### src/logic/sys_prot_pkg.sv
package sys_prot_pkg;
    // timing: one time-base tick every TB_DIV clocks, one slow tick every PIT_DIV
    localparam int CLK_HZ = 20000000;
    localparam int CLK_PERIOD_NS = 50;
    localparam int PIT_MIN_NS = 200;
    localparam int PIT_DIV = (PIT_MIN_NS + CLK_PERIOD_NS - 1) / CLK_PERIOD_NS;
    localparam int TB_DIV = 4;
    // bus monitor limit in clocks
    localparam logic [7:0] BUS_MON_LIMIT_RST = 8'hFF;
    // watchdog reset state: longest period, enabled, reset on expiry
    localparam logic [15:0] WDOG_PERIOD_MAX = 16'hFFFF;
    localparam logic WDOG_EN_RST = 1'b1;
    localparam logic WDOG_RST_SEL_RST = 1'b1;
    // watchdog service keys, written in order
    localparam logic [15:0] WDOG_KEY1 = 16'h556C;
    localparam logic [15:0] WDOG_KEY2 = 16'hAA39;
    // internal space decode
    localparam int BLOCK_SHIFT = 22;
    localparam int BASE_W = 3;
    // identification, values arbitrary
    localparam logic [15:0] PART_NUM = 16'h0A5C;
    localparam logic [15:0] MASK_REV = 16'h0001;
    localparam int NUM_REFS = 4;
    localparam int TB_W = 64;
    localparam int DEC_W = 32;
    localparam int RTC_W = 45;
    // pin mux config width
    localparam int MUX_W = 8;
    typedef enum logic [1:0]
    {
        BM_IDLE = 2'b00,
        BM_WAIT = 2'b01,
        BM_ERR = 2'b11
    } bus_mon_state_t;
endpackage

### src/logic/divider.sv
`timescale 1ns/1ps
module divider
    import sys_prot_pkg::*;
#(
    parameter int DIV = 4
)
(
    input wire logic clk_i,
    input wire logic rstn_i,
    input wire logic run_i,
    output logic tick_o
);
    logic [15:0] count;
    // free counter, pulses once every DIV clocks while running
    always_ff @(posedge clk_i or negedge rstn_i)
    begin
        if (!rstn_i)
        begin
            count <= 16'h0000;
            tick_o <= 1'b0;
        end
        else if (!run_i)
        begin
            tick_o <= 1'b0;
        end
        else if (count == 16'(DIV - 1))
        begin
            count <= 16'h0000;
            tick_o <= 1'b1;
        end
        else
        begin
            count <= count + 16'h0001;
            tick_o <= 1'b0;
        end
    end
    chk_tick_single: assert property (@(posedge clk_i) disable iff (!rstn_i)
        tick_o |=> !tick_o || DIV == 1)
        else $error("tick not one cycle");
endmodule // divider

### src/logic/ref_match.sv
`timescale 1ns/1ps
module ref_match
    import sys_prot_pkg::*;
#(
    parameter int W = 64
)
(
    input wire logic clk_i,
    input wire logic rstn_i,
    input wire logic [W-1:0] count_i,
    input wire logic [W-1:0] ref_i,
    input wire logic armed_i,
    output logic hit_o
);
    logic [W-1:0] last;
    // one pulse per new equality; a counter parked on the value fires once
    always_ff @(posedge clk_i or negedge rstn_i)
    begin
        if (!rstn_i)
        begin
            last <= '0;
            hit_o <= 1'b0;
        end
        else
        begin
            last <= count_i;
            hit_o <= armed_i && count_i == ref_i && last != count_i;
        end
    end
endmodule // ref_match

### src/logic/system_config_protection.sv
// Functional notes
// - bus monitor times acknowledge; raises error acknowledge past limit; can disable
// - watchdog expiry raises reset or nmi as protection control selects
// - after reset watchdog enabled, longest period, reset on expiry
// - protection control register accepts first write only until reset
// - periodic timer gives periodic interrupts, programmable, can be disabled
// - 64-bit time base up counter, four references, equality interrupts
// - matching reference sets its own status bit
// - 32-bit decrementer clocked with time base raises interrupt
// - 45-bit clock counter with alarm, clocked like periodic timer
// - each counter has a run-in-freeze setting
// - sources gathered onto one interrupt request line
// - read-only part number and mask revision output
// - irq/portc/clock pins from straps at power-on, then config register
// - other shared pins from config register with hard-reset word
// - data and address gpio chosen by config register alone
// - reset-config pin is config input at power-on, then programmed
// - internal map is one 4-Mbyte block among first eight
// - arbitration select picks internal or external arbiter
// - priority bit sets external request priority under internal arbitration
`timescale 1ns/1ps
module system_config_protection
    import sys_prot_pkg::*;
#(
    parameter int PIT_W = 16
)
(
    input wire logic clk_i,
    input wire logic rstn_i,
    input wire logic por_i,
    input wire logic freeze_indicator_i,
    // bus monitor
    input wire logic bus_mon_en_i,
    input wire logic [7:0] bus_mon_limit_i,
    input wire logic xfer_start_i,
    input wire logic transfer_acknowledge_i,
    // protection control write
    input wire logic prot_wr_i,
    input wire logic prot_wdog_en_i,
    input wire logic prot_wdog_rst_sel_i,
    input wire logic [15:0] prot_wdog_period_i,
    input wire logic [4:0] prot_frz_run_i,
    input wire logic service_wr_i,
    input wire logic [15:0] service_data_i,
    // periodic timer
    input wire logic pit_en_i,
    input wire logic [PIT_W-1:0] pit_period_i,
    // time base
    input wire logic tb_ref_wr_i,
    input wire logic [1:0] tb_ref_sel_i,
    input wire logic [TB_W-1:0] tb_ref_data_i,
    input wire logic [NUM_REFS-1:0] tb_ref_mask_i,
    input wire logic [NUM_REFS-1:0] tb_status_clr_i,
    input wire logic dec_wr_i,
    input wire logic [DEC_W-1:0] dec_data_i,
    input wire logic [RTC_W-1:0] rtc_alarm_i,
    input wire logic rtc_alarm_en_i,
    input wire logic [3:0] ext_irq_i,
    // configuration
    input wire logic [MUX_W-1:0] module_configuration_reg_i,
    input wire logic [MUX_W-1:0] hard_reset_config_i,
    input wire logic [2:0] clock_mode_strap_i,
    input wire logic reset_config_input_i,
    input wire logic [BASE_W-1:0] internal_space_base_i,
    input wire logic external_arbitration_select_i,
    input wire logic arbitration_priority_i,
    input wire logic [31:0] addr_i,
    output logic transfer_error_acknowledge_o,
    output logic wdog_reset_o,
    output logic wdog_nmi_o,
    output logic irq_o,
    output logic [NUM_REFS-1:0] tb_status_o,
    output logic [TB_W-1:0] time_base_o,
    output logic [DEC_W-1:0] decrementer_o,
    output logic [RTC_W-1:0] rtc_o,
    output logic [31:0] part_id_o,
    output logic [MUX_W-1:0] shared_pin_sel_o,
    output logic [MUX_W-1:0] ctrl_pin_sel_o,
    output logic gpio_sel_o,
    output logic reset_config_input_func_o,
    output logic internal_hit_o,
    output logic internal_arbiter_o,
    output logic ext_req_high_o
);
    logic tb_tick;
    logic pit_tick;
    logic [NUM_REFS-1:0] ref_hit;
    logic [TB_W-1:0] ref_val [NUM_REFS];
    bus_mon_state_t bm_state;
    logic [7:0] bm_count;
    logic prot_locked;
    logic wdog_en;
    logic wdog_rst_sel;
    logic [15:0] wdog_period;
    logic [4:0] frz_run;
    logic [15:0] wdog_count;
    logic key1_seen;
    logic [PIT_W-1:0] pit_count;
    logic pit_irq;
    logic dec_irq;
    logic rtc_irq;
    logic rtc_hit;
    logic [2:0] strap_latch;
    logic reset_config_input_latch;
    logic por_d;

    // freeze gating: a 0 in frz_run stops that counter while frozen
    wire wdog_run = !freeze_indicator_i || frz_run[0];
    wire pit_run = !freeze_indicator_i || frz_run[1];
    wire tb_run = !freeze_indicator_i || frz_run[2];
    wire dec_run = !freeze_indicator_i || frz_run[3];
    wire rtc_run = !freeze_indicator_i || frz_run[4];

    divider #(.DIV(TB_DIV)) u_tb_div
    (
        .clk_i(clk_i),
        .rstn_i(rstn_i),
        .run_i(1'b1),
        .tick_o(tb_tick)
    );
    divider #(.DIV(PIT_DIV)) u_pit_div
    (
        .clk_i(clk_i),
        .rstn_i(rstn_i),
        .run_i(1'b1),
        .tick_o(pit_tick)
    );

    // bus monitor: count clocks from start until acknowledge
    always_ff @(posedge clk_i or negedge rstn_i)
    begin
        if (!rstn_i)
        begin
            bm_state <= BM_IDLE;
            bm_count <= 8'h00;
            transfer_error_acknowledge_o <= 1'b0;
        end
        else
        begin
            transfer_error_acknowledge_o <= 1'b0;
            case (bm_state)
                BM_IDLE:
                begin
                    bm_count <= 8'h00;
                    if (xfer_start_i && bus_mon_en_i)
                        bm_state <= BM_WAIT;
                end
                BM_WAIT:
                begin
                    if (transfer_acknowledge_i || !bus_mon_en_i)
                        bm_state <= BM_IDLE;
                    else if (bm_count >= bus_mon_limit_i)
                    begin
                        bm_state <= BM_ERR;
                        transfer_error_acknowledge_o <= 1'b1;
                    end
                    else
                        bm_count <= bm_count + 8'h01;
                end
                BM_ERR: bm_state <= BM_IDLE;
                default: bm_state <= BM_IDLE;
            endcase
        end
    end

    // write-once protection control; reset values give the safe default
    always_ff @(posedge clk_i or negedge rstn_i)
    begin
        if (!rstn_i)
        begin
            prot_locked <= 1'b0;
            wdog_en <= WDOG_EN_RST;
            wdog_rst_sel <= WDOG_RST_SEL_RST;
            wdog_period <= WDOG_PERIOD_MAX;
            frz_run <= 5'h00;
        end
        else if (prot_wr_i && !prot_locked)
        begin
            prot_locked <= 1'b1;
            wdog_en <= prot_wdog_en_i;
            wdog_rst_sel <= prot_wdog_rst_sel_i;
            wdog_period <= prot_wdog_period_i;
            frz_run <= prot_frz_run_i;
        end
    end

    // watchdog: two-key service so a runaway loop cannot refresh it
    always_ff @(posedge clk_i or negedge rstn_i)
    begin
        if (!rstn_i)
        begin
            wdog_count <= WDOG_PERIOD_MAX;
            key1_seen <= 1'b0;
            wdog_reset_o <= 1'b0;
            wdog_nmi_o <= 1'b0;
        end
        else
        begin
            wdog_reset_o <= 1'b0;
            wdog_nmi_o <= 1'b0;
            if (service_wr_i && service_data_i == WDOG_KEY1)
                key1_seen <= 1'b1;
            else if (service_wr_i)
                key1_seen <= 1'b0;
            if (service_wr_i && service_data_i == WDOG_KEY2 && key1_seen)
                wdog_count <= wdog_period;
            else if (!wdog_en)
                wdog_count <= wdog_period;
            else if (tb_tick && wdog_run)
            begin
                if (wdog_count == 16'h0000)
                begin
                    wdog_count <= wdog_period;
                    wdog_reset_o <= wdog_rst_sel;
                    wdog_nmi_o <= !wdog_rst_sel;
                end
                else
                    wdog_count <= wdog_count - 16'h0001;
            end
        end
    end

    // periodic timer reloads from the period on reaching zero
    always_ff @(posedge clk_i or negedge rstn_i)
    begin
        if (!rstn_i)
        begin
            pit_count <= '0;
            pit_irq <= 1'b0;
        end
        else
        begin
            pit_irq <= 1'b0;
            if (!pit_en_i)
                pit_count <= pit_period_i;
            else if (pit_tick && pit_run)
            begin
                if (pit_count == '0)
                begin
                    pit_count <= pit_period_i;
                    pit_irq <= 1'b1;
                end
                else
                    pit_count <= pit_count - 1'b1;
            end
        end
    end

    // time base and its reference registers
    always_ff @(posedge clk_i or negedge rstn_i)
    begin
        if (!rstn_i)
            time_base_o <= '0;
        else if (tb_tick && tb_run)
            time_base_o <= time_base_o + 1'b1;
    end

    always_ff @(posedge clk_i or negedge rstn_i)
    begin
        if (!rstn_i)
        begin
            for (int i = 0; i < NUM_REFS; i++)
                ref_val[i] <= '1;
        end
        else if (tb_ref_wr_i)
            ref_val[tb_ref_sel_i] <= tb_ref_data_i;
    end

    genvar g;
    generate
        for (g = 0; g < NUM_REFS; g++)
        begin : g_ref
            ref_match #(.W(TB_W)) u_ref
            (
                .clk_i(clk_i),
                .rstn_i(rstn_i),
                .count_i(time_base_o),
                .ref_i(ref_val[g]),
                .armed_i(1'b1),
                .hit_o(ref_hit[g])
            );
            // sticky status, set wins over clear
            always_ff @(posedge clk_i or negedge rstn_i)
            begin
                if (!rstn_i)
                    tb_status_o[g] <= 1'b0;
                else if (ref_hit[g])
                    tb_status_o[g] <= 1'b1;
                else if (tb_status_clr_i[g])
                    tb_status_o[g] <= 1'b0;
            end
        end
    endgenerate

    // decrementer shares the time-base tick
    always_ff @(posedge clk_i or negedge rstn_i)
    begin
        if (!rstn_i)
        begin
            decrementer_o <= '1;
            dec_irq <= 1'b0;
        end
        else
        begin
            dec_irq <= 1'b0;
            if (dec_wr_i)
                decrementer_o <= dec_data_i;
            else if (tb_tick && dec_run)
            begin
                decrementer_o <= decrementer_o - 1'b1;
                dec_irq <= decrementer_o == '0;
            end
        end
    end

    // time-of-day counter on the periodic timer's clock
    always_ff @(posedge clk_i or negedge rstn_i)
    begin
        if (!rstn_i)
            rtc_o <= '0;
        else if (pit_tick && rtc_run)
            rtc_o <= rtc_o + 1'b1;
    end

    ref_match #(.W(RTC_W)) u_alarm
    (
        .clk_i(clk_i),
        .rstn_i(rstn_i),
        .count_i(rtc_o),
        .ref_i(rtc_alarm_i),
        .armed_i(rtc_alarm_en_i),
        .hit_o(rtc_hit)
    );
    assign rtc_irq = rtc_hit;

    // funnel all maskable requests onto one line
    always_ff @(posedge clk_i or negedge rstn_i)
    begin
        if (!rstn_i)
            irq_o <= 1'b0;
        else
            irq_o <= pit_irq || dec_irq || rtc_irq || |ext_irq_i
                || |(tb_status_o & tb_ref_mask_i);
    end

    // straps are caught on the clock while power-on reset is asserted
    always_ff @(posedge clk_i or negedge rstn_i)
    begin
        if (!rstn_i)
        begin
            strap_latch <= 3'h0;
            reset_config_input_latch <= 1'b0;
            por_d <= 1'b0;
        end
        else
        begin
            por_d <= por_i;
            if (por_i)
            begin
                strap_latch <= clock_mode_strap_i;
                reset_config_input_latch <= reset_config_input_i;
            end
        end
    end

    // pin function, address decode and arbitration outputs
    always_ff @(posedge clk_i or negedge rstn_i)
    begin
        if (!rstn_i)
        begin
            part_id_o <= 32'h00000000;
            shared_pin_sel_o <= '0;
            ctrl_pin_sel_o <= '0;
            gpio_sel_o <= 1'b0;
            reset_config_input_func_o <= 1'b0;
            internal_hit_o <= 1'b0;
            internal_arbiter_o <= 1'b1;
            ext_req_high_o <= 1'b0;
        end
        else
        begin
            part_id_o <= {PART_NUM, MASK_REV};
            shared_pin_sel_o <= (por_i || por_d)
                ? {5'h00, strap_latch}
                : module_configuration_reg_i;
            ctrl_pin_sel_o <= module_configuration_reg_i
                ^ hard_reset_config_i;
            gpio_sel_o <= module_configuration_reg_i[MUX_W-1];
            reset_config_input_func_o <= por_i ? reset_config_input_latch
                : module_configuration_reg_i[MUX_W-2];
            internal_hit_o <= addr_i[31:BLOCK_SHIFT+BASE_W] == '0
                && addr_i[BLOCK_SHIFT+BASE_W-1:BLOCK_SHIFT]
                == internal_space_base_i;
            internal_arbiter_o <= !external_arbitration_select_i;
            ext_req_high_o <= !external_arbitration_select_i
                && arbitration_priority_i;
        end
    end

    chk_bm_error: assert property (@(posedge clk_i) disable iff (!rstn_i)
        transfer_error_acknowledge_o |-> $past(bm_state) == BM_WAIT
        && !$past(transfer_acknowledge_i))
        else $error("error ack without timeout");
    chk_wdog_excl: assert property (@(posedge clk_i) disable iff (!rstn_i)
        !(wdog_reset_o && wdog_nmi_o))
        else $error("watchdog reset and nmi together");
    chk_prot_lock: assert property (@(posedge clk_i) disable iff (!rstn_i)
        $past(prot_locked) |-> $stable(wdog_period) && $stable(wdog_en))
        else $error("protection register rewritten");
    chk_status_set: assert property (@(posedge clk_i) disable iff (!rstn_i)
        ref_hit[0] |=> tb_status_o[0])
        else $error("status bit not set");
    chk_tb_step: assert property (@(posedge clk_i) disable iff (!rstn_i)
        tb_tick && tb_run |=> time_base_o == $past(time_base_o) + 1'b1)
        else $error("time base did not step");
    chk_freeze_hold: assert property (@(posedge clk_i) disable iff (!rstn_i)
        freeze_indicator_i && !frz_run[4] |=> $stable(rtc_o))
        else $error("rtc ran in freeze");
    chk_irq_funnel: assert property (@(posedge clk_i) disable iff (!rstn_i)
        pit_irq || dec_irq |=> irq_o)
        else $error("irq not raised");
    chk_arb_sel: assert property (@(posedge clk_i) disable iff (!rstn_i)
        external_arbitration_select_i |=> !internal_arbiter_o
        && !ext_req_high_o)
        else $error("arbiter select wrong");
    cov_timeout: cover property (@(posedge clk_i) transfer_error_acknowledge_o);
    cov_wdog_nmi: cover property (@(posedge clk_i) wdog_nmi_o);
    cov_ref_hit: cover property (@(posedge clk_i) |ref_hit);
endmodule // system_config_protection

### config.mk
export PLATFORM = sky130hd
export DESIGN_NAME = system_config_protection
export DESIGN_NICKNAME = d
export VERILOG_FILES = /design/src/logic/sys_prot_pkg.sv /design/src/logic/divider.sv /design/src/logic/ref_match.sv /design/src/logic/system_config_protection.sv
export SDC_FILE = /design/constraint.sdc
export NUM_CORES = 1
export LEC_CHECK = 0
export ABC_AREA = 1
export ABC_CLOCK_PERIOD_IN_PS = 2250
export BUFFER_PORTS_ARGS = -buffer_cell sky130_fd_sc_hd__buf_4
export CELL_PAD_IN_SITES_DETAIL_PLACEMENT = 0
export CELL_PAD_IN_SITES_GLOBAL_PLACEMENT = 1
export CORE_MARGIN = 2
export CORE_UTILIZATION = 30
export CTS_BUF_LIST = sky130_fd_sc_hd__clkbuf_8
export CTS_CLUSTER_DIAMETER = 100
export CTS_CLUSTER_SIZE = 40
export DETAILED_ROUTE_END_ITERATION = 10
export HOLD_SLACK_MARGIN = 0.08
export PLACE_DENSITY = 0.61
export SLEW_MARGIN = 25
export SYNTH_ARGS = -nofsm -noshare
export SYNTH_HDL_FRONTEND = slang
export SYNTH_SLANG_ARGS = --single-unit
### constraint.sdc
create_clock -name clk_i -period 2.25 [get_ports clk_i]
set_input_delay 0.225 -clock clk_i [delete_from_list [all_inputs] [get_ports clk_i]]
set_output_delay 0.225 -clock clk_i [all_outputs]
set_load 0.02 [all_outputs]
==> results of run 1 <==
[cell families (layout without fill, tap and decap cells)]
logic type               Yosys count  count (layout)
AO/OA/AOI/OAI                    447             447
XOR/XNOR                         246             246
adder cells (fa/ha/maj)           18              18
buffers and inverters            851            1661
flip-flops                       649             649
multiplexers                       4               4
other                              2              30
AND/OR/NAND/NOR                 2775            2775
[layer usage]
metal / GRT usage, % / wire [um] / share of wire, %
met1: 30.2 / 64200 / 46
met2: 36.6 / 63700 / 46
met3: 3.38 / 7020 / 5.1
met4: 6.31 / 3920 / 2.8
met5: 0 / 41 / 0.030
[power breakdown]
| part | total (mW) | switching, mW | leakage [nW] | internal (mW) |
|---|---|---|---|---|
| Combinational | 4.63 | 2.77 | 15.1 | 1.85 |
| Sequential | 13.9 | 0.766 | 7.26 | 13.2 |
| Clock | 7.28 | 4.79 | 0.506 | 2.49 |
| Total | 25.8 | 8.33 | 22.9 | 17.5 |
[worst register-to-register path: stages, from the launching register on]
cell     delay [ns]
dfrtp_1        0.51
buf_4          0.22
nand2_1        0.07
nand2_1        0.17
nor2_1         0.16
nand2_1        0.07
nor2_1         0.25
nand2_1        0.16
nor2_1         0.20
buf_4          0.14
nand2_1        0.05
nor2_1         0.13
[cell type report]
type                    instances  area share [%]
multi-input cells            3516            35.1
diodes                          4          0.0216
flip-flops and latches        649            35.9
repair buffers                932            17.1
well taps                    1612            4.34
clock inverters                26           0.927
clock buffers                  42            1.25
inverters                     661            5.35
[cells in the final DEF (no fill, tap or decap), drive strengths merged, types with 8 or more instances in the layout]
cell and n:
dfstp 323, o211ai 10, nand3 183, buf 649
xnor2 107, clkinv 8, nand2 1837, inv 673
dfrtp 326, ha 18, conb 26, nor3 34
nor2 607, o21bai 8, clkbuf 43, nor4 18
a21oi 34, xor2 139, o21ai 387, nand3b 9
dlygate4sd3 282, nand4 73
[final timing paths]
path,end,start,slack (ns),cells past startpoint
setup / recovery,g_ref[2].u_ref.hit_o,time_base_o[15],0.05,11
hold / removal,u_alarm.hit_o,rtc_alarm_i[17],0.16,10
setup reg to reg,g_ref[2].u_ref.hit_o,time_base_o[15],0.05,11
hold reg to reg,shared_pin_sel_o[6],por_d,0.45,1
max in group asynchronous,ref_val[54],rstn_i,1.34,4
min in group asynchronous,ref_val[157],rstn_i,0.31,2
[through the flow]
stage | worst slack [ns] | cell area, um2 | cells
3_5_place_dp | 0.159 | 42500 | 7082
2_1_floorplan | 0.489 | 36300 | 5016
5_1_grt | -0.00522 | 46400 | 7441
4_1_cts | 0.0356 | 46300 | 7433
3_3_place_gp | 0.135 | 42500 | 7082
6_report | 0.0451 | 46400 | 7442
[state kept, by name, summed over array words and instances, names as in the netlist, 5 cells and up]
signal,cells
time_base_o,64
u_alarm.last,45
frz_run,5
wdog_period,16
decrementer_o,32
pit_count,16
u_pit_div.count,16
ctrl_pin_sel_o,8
ref_val,256
rtc_o,45
wdog_count,16
u_tb_div.count,16
shared_pin_sel_o,8
g_ref.u_ref.last,64
bm_count,8
[what timing repair did]
action	CTS	global route
endpoints found under the setup margin	0	20
hold buffers	283	0
endpoints found under the hold margin	878	0
setup buffers	0	5
gates resized for setup	0	31
==> qor.csv, run 1 <==
stage;metric;value;unit
sta;Slew Limit Headroom;50.5;%
logic_synthesis;Post-Synth XOR/XNOR Area;5.97;%
logic_synthesis;Synth Area in Adders;0.621;%
route;DR DRC count;0;
route;DR vias/cell;4.45;
setup_path;CP required;2.95;ns
placement;HPWL after DPL;107000;um
finish;Reg area;16700;um2
clocking;clk_lat worst skew;0.79;ns
global_route;vias in the first global route;32200;
die;Die Area;124000;um2
setup_path;Crit path arrival time;2.90;ns
sta;Hold Vio Cnt, Final;0;
logic_synthesis;Post-synth top cells;1,815 x nand2_1, 653 x inv_1, 565 x nor2_1;
global_route;GR Overflow Total;0;
sta;worst clock skew;0.0551;ns
setup_path;crit-path cells;buf_4, nand2_1, nand2_1, nor2_1, nand2_1, nor2_1, nand2_1, nor2_1, buf_4, nand2_1, nor2_1;
die;Cell Rows;127;
logic_synthesis;Post-synth EDFFs;0;
die;Die X;352;um
logic_synthesis;Synth top area share;23.4;%
power;Leakage;22.9;nW
power;Total Power;25.8;mW
setup_path;Most Frequent Cell on Critical Path;nand2_1;
setup_path;critical path startpoint category;flop;
setup_path;CP endpoint kind;flop;
setup_path;critical path's top delay family;simple AND/OR/NAND/NOR gates;
logic_synthesis;Seq/Total Area, Yosys;45.9;%
sta;Fin Hold WS;0.155;ns
route;DRT iter0 DRCs;2182;
sta;Period minus WS final;2.20;ns
logic_synthesis;complex-gate fraction of the synthesized area;6.39;%
setup_path;Worst Setup Path Type;flop to flop;
logic_synthesis;Yosys cell types;52;
global_route;largest net degree at the start of global routing;129;
finish;Util after Layout;38.7;%
logic_synthesis;Post-synth ARST share;100;%
setup_path;Crit Path Max Fanout;6;
finish;# fillers;12900;
finish;area delta synth->final;28.1;%
status;outcome;finished, final reports clean;
power;Peak VDD IR;0.416;mV
sta;fmax;0.454;GHz
route;Routed WL per cell;18.7;um
setup_path;CP max-delay cell;dfrtp_1;
sta;fin crit share;98.0;%
die;Starting Density;30.3;%
die;IO Pins;490;
finish;nets;6103;
global_route;initial antenna violation count;11;
sta;fin. max-slew vios;0;
logic_synthesis;synthesized instance count;4992;
clocking;Root Buffer;clkbuf_8;
sta;Least-Margin Pin Slew;0.740;ns
route;post-route ant nets;0;
logic_synthesis;simple-gate share of the synthesized area;31.3;%
clocking;TritonCTS clock tree;done;
finish;multi-input logic area;16300;um2
logic_synthesis;mux cell area share after synthesis;0.124;%
placement;final weighted congestion in routability-driven placement;0.915;
logic_synthesis;leading post-synthesis cells by cell area;dfstp_2 23%, dfrtp_1 23%, nand2_1 19%;
run;max-cap check violation count;0;
route;final WL;139000;um
global_route;first-pass GRT wire length;205000;um
route;via count;33100;
die;chip height;352;um
global_route;gr usage total;22.2;%
logic_synthesis;Avg Cell Area, Syn;7.26;um2
logic_synthesis;Cell Area, Synth;36200;um2
sta;Final Setup Violations;0;
die;Core ar.;120000;um2
power;Cell Pwr Density;556;nW/um2
clocking;TritonCTS Sinks;649;
logic_synthesis;largest family of logic cells by synthesized area;simple AND/OR/NAND/NOR gates;
clocking;H-tree Lvls;2;
placement;IO buf count;442;
logic_synthesis;register bit total from synthesis;649;
logic_synthesis;cell with the most instances after synthesis;nand2_1;
logic_synthesis;Primary FF master, synth;dfrtp_1;
logic_synthesis;Synth warnings;0;
clocking;Num CTS Buffers;37;
logic_synthesis;cell taking the most area after synthesis;dfstp_2;
finish;fraction of layout cells with a size suffix above 1;20.1;%
sta;Fin Setup TNS;0;ns
route;DRT Pass-1 Iters;6;
setup_path;crit-path max cell delay;0.51;ns
setup_path;CP bufs+invs;2;
clocking;clock slew at reported path FFs;0.19;ns
clocking;Max Root-Sink Buffers;3;
min_path;Hold WC Path Type;primary input to flop;
No activity file was read; power rests on OpenSTA's default activity.
==> inputs of run 2 (changes only) <==
--- a/config.mk
+++ b/config.mk
@@ -11,13 +11,13 @@
 export CELL_PAD_IN_SITES_DETAIL_PLACEMENT = 0
 export CELL_PAD_IN_SITES_GLOBAL_PLACEMENT = 1
 export CORE_MARGIN = 2
-export CORE_UTILIZATION = 30
+export CORE_UTILIZATION = 44
 export CTS_BUF_LIST = sky130_fd_sc_hd__clkbuf_8
 export CTS_CLUSTER_DIAMETER = 100
 export CTS_CLUSTER_SIZE = 40
 export DETAILED_ROUTE_END_ITERATION = 10
 export HOLD_SLACK_MARGIN = 0.08
-export PLACE_DENSITY = 0.61
+export PLACE_DENSITY = 0.83
 export SLEW_MARGIN = 25
 export SYNTH_ARGS = -nofsm -noshare
 export SYNTH_HDL_FRONTEND = slang
==> run 2 against run 1 <==
Non-clock buffer count down 40. Setup slack worse by 0.011 ns. Sequential cell count is the same. Sequential power about the same.
==> qor.csv, run 2 (synthesis gave the netlist of run 1 again) <==
stage;metric;value;unit;change
status;outcome;finished, final reports clean;;
finish;most common cell after layout, fill and taps aside;nand2_1;;
global_route;GR Util met2;48.7;%;+12 points
finish;commonest non-fill, non-tap cells in the layout;1,814 x nand2_1, 652 x inv_1, 601 x buf_4, 559 x nor2_1, 378 x o21ai_0;;
setup_path;critical path launch point;addr_i[27];;
run;max-cap check violation count;0;;unchanged
clocking;clock slew at reported path FFs;0.21;ns;+0.02 ns
setup_path;CP required;3.00;ns;+0.05 ns
sta;Final Setup Violations;0;;unchanged
clocking;TritonCTS clock tree;done;;
die;Die Area;84700;um2;-31%
placement;HPWL after DPL;94700;um;-12%
finish;area delta synth->final;25.2;%;
sta;worst clock skew;0.0585;ns;+0.00345 ns
sta;Fin Setup TNS;0;ns;unchanged
setup_path;Worst Setup Path Type;primary input to flop;;
power;Cell Pwr Density;553;nW/um2;-0.59%
route;DR DRC count;0;;unchanged
finish;Final Cell Area;45400;um2;-2.3%
global_route;busiest grt layer;met2;;
die;Starting Density;44.3;%;+14 points
die;Die X;291;um;-17%
global_route;initial antenna violation count;5;;-6
setup_path;crit-path max cell delay;0.58;ns;+0.07 ns
sta;Slew Limit Headroom;50.8;%;+0.23 points
setup_path;reg2reg setup slack;0.04;ns;about the same
clocking;Max Root-Sink Buffers;3;;unchanged
global_route;vias in the first global route;32000;;-0.62%
global_route;GR Overflow Total;0;;unchanged
setup_path;Most Frequent Cell on Critical Path;dlygate4sd3_1;;
setup_path;Crit Path Max Fanout;1;;-5
finish;Finished Layout Cells;6848;;-8.0%
sta;fmax;0.451;GHz;-0.48%
global_route;GRT met1 Usage;39.6;%;+9.4 points
sta;RSZ-0062 raised after global routing;false;;
clocking;Num CTS Buffers;31;;-16%
route;DRT iter0 DRCs;2531;;+16%
route;DRT Pass-1 Iters;5;;-1
sta;fin. max-slew vios;0;;unchanged
finish;Largest register FFs;256;;unchanged
die;Cell Rows;105;;-17%
clocking;Root Buffer;clkbuf_8;;
placement;final weighted congestion in routability-driven placement;0.979;;+7.0%
sta;Period minus WS final;2.22;ns;+0.0107 ns
power;Peak VDD IR;0.445;mV;+7.0%
setup_path;crit path to;internal_hit_o;;
setup_path;CP endpoint kind;flop;;
die;chip height;291;um;-17%
route;via count;33500;;+1.3%
setup_path;critical path startpoint category;primary input;;
placement;DP Area;41500;um2;-2.2%
clocking;TritonCTS Sinks;649;;unchanged
setup_path;R2R depth;12;;+1
die;Core ar.;81800;um2;-32%
finish;nets;6058;;-0.74%
sta;fin crit share;98.5;%;+0.48 points
finish;largest registers;ref_val (256), g_ref.u_ref.last (64), time_base_o (64);;
finish;fraction of layout cells with a size suffix above 1;19.5;%;-0.54 points
global_route;first-pass GRT wire length;190000;um;-7.1%
setup_path;CP max-delay cell;dlygate4sd3_1;;
global_route;largest net degree at the start of global routing;129;;unchanged
route;DR vias/cell;4.90;;+10%
sta;Least-Margin Pin Slew;0.739;ns;-0.00169 ns
clocking;H-tree Lvls;1;;-1
die;IO Pins;490;;unchanged
setup_path;reg2reg start;rtc_o[10];;
placement;dpl cells;6508;;-8.1%
placement;IO buf count;442;;unchanged
sta;Hold Vio Cnt, Final;0;;unchanged
route;post-route ant nets;0;;unchanged
route;Routed WL per cell;18.2;um;-2.6%
setup_path;crit-path cells;dlygate4sd3_1, buf_4, nor4_4, dlygate4sd3_1, nand3_1, dlygate4sd3_1, nor3_2, dlygate4sd3_1;;
route;final WL;125000;um;-10%
setup_path;Crit path arrival time;2.96;ns;+0.06 ns
global_route;met3 GRT Util;3.47;%;+0.086 points
min_path;Hold WC Path Type;primary input to flop;;
setup_path;reg2reg end;u_alarm.hit_o;;
finish;Reg with most FFs;ref_val;;
clocking;clk_lat worst skew;0.80;ns;about the same
power;Leakage;22.6;nW;-1.1%
global_route;gr usage total;29.0;%;+6.8 points
-- run 2: changes by cell type in the layout (fill, tap and decap cells not counted), sizes merged --
cell,previous run,this run
buf,649,620
clkbuf,43,31
dlygate4sd3,282,272
clkinv,8,16
bufinv,4,0
clkinvlp,2,0
diode,4,2
inv,673,671
nand2,1837,1838
-- run 2: power breakdown --
part	leakage [nW]	total, mW	switching (mW)	internal (mW)
Sequential	7.26	13.9	0.750	13.2
Combinational	14.9	4.53	2.71	1.82
Clock	0.460	6.66	4.84	1.82
Total	22.6	25.1	8.30	16.8
-- run 2: critical path, delay by kind of cell --
family / cells / cell delay, ns
buffers and inverters: 5 / 2.42
AND/OR/NAND/NOR: 3 / 0.32
-- run 2: cell type report --
cell class / count / area (um2)
clock buffers: 31 / 427
repair buffers: 892 / 7600
inverters: 661 / 2480
well taps: 1070 / 1340
flip-flops and latches: 649 / 16700
fillers: 7828 / 36500
diodes: 2 / 5.00
multi-input cells: 3517 / 16300
clock inverters: 26 / 556
-- run 2: how the worst min path moves through the flow --
stage	startpoint	endpoint	slack, ns	depth (start not counted)
floorplan	rstn_i	bm_count[0]	-0.07	0
global placement	rstn_i	u_alarm.last[44]	0.19	1
detailed placement	rstn_i	u_alarm.last[44]	0.19	1
CTS	rtc_alarm_i[14]	u_alarm.hit_o	0.08	10
global route	rstn_i	g_ref[2].u_ref.last[36]	0.1	3
finish	rtc_alarm_i[14]	u_alarm.hit_o	0.12	10
-- run 2: metrics by stage --
stage / total power [mW] / hold slack [ns] / utilization [%] / worst slack (ns)
4_1_cts: 25.2 / 0.0830 / 55.3 / 0.0234
2_1_floorplan: 16.2 / -0.0706 / - / 0.489
6_report: 25.1 / 0.125 / 55.4 / 0.0344
3_3_place_gp: 18.1 / 0.192 / 50.7 / 0.261
5_1_grt: 26.3 / 0.0970 / 55.4 / 0.00247
3_5_place_dp: 18.2 / 0.191 / 50.7 / 0.232
-- run 2: repair_timing --
| item | in CTS | in global routing |
|---|---|---|
| hold endpoints to repair | 860 | 0 |
| buffers inserted | 0 | 7 |
| resized for setup | 0 | 28 |
| setup endpoints to repair | 0 | 9 |
| hold buffers | 273 | 0 |
-- run 2: routing by layer --
layer / vias up / share of wire [%]
li1: 16700 / -
met1: 15800 / 44
met2: 914 / 47
met3: 144 / 5.7
met4: 0 / 3.1
met5: - / 0
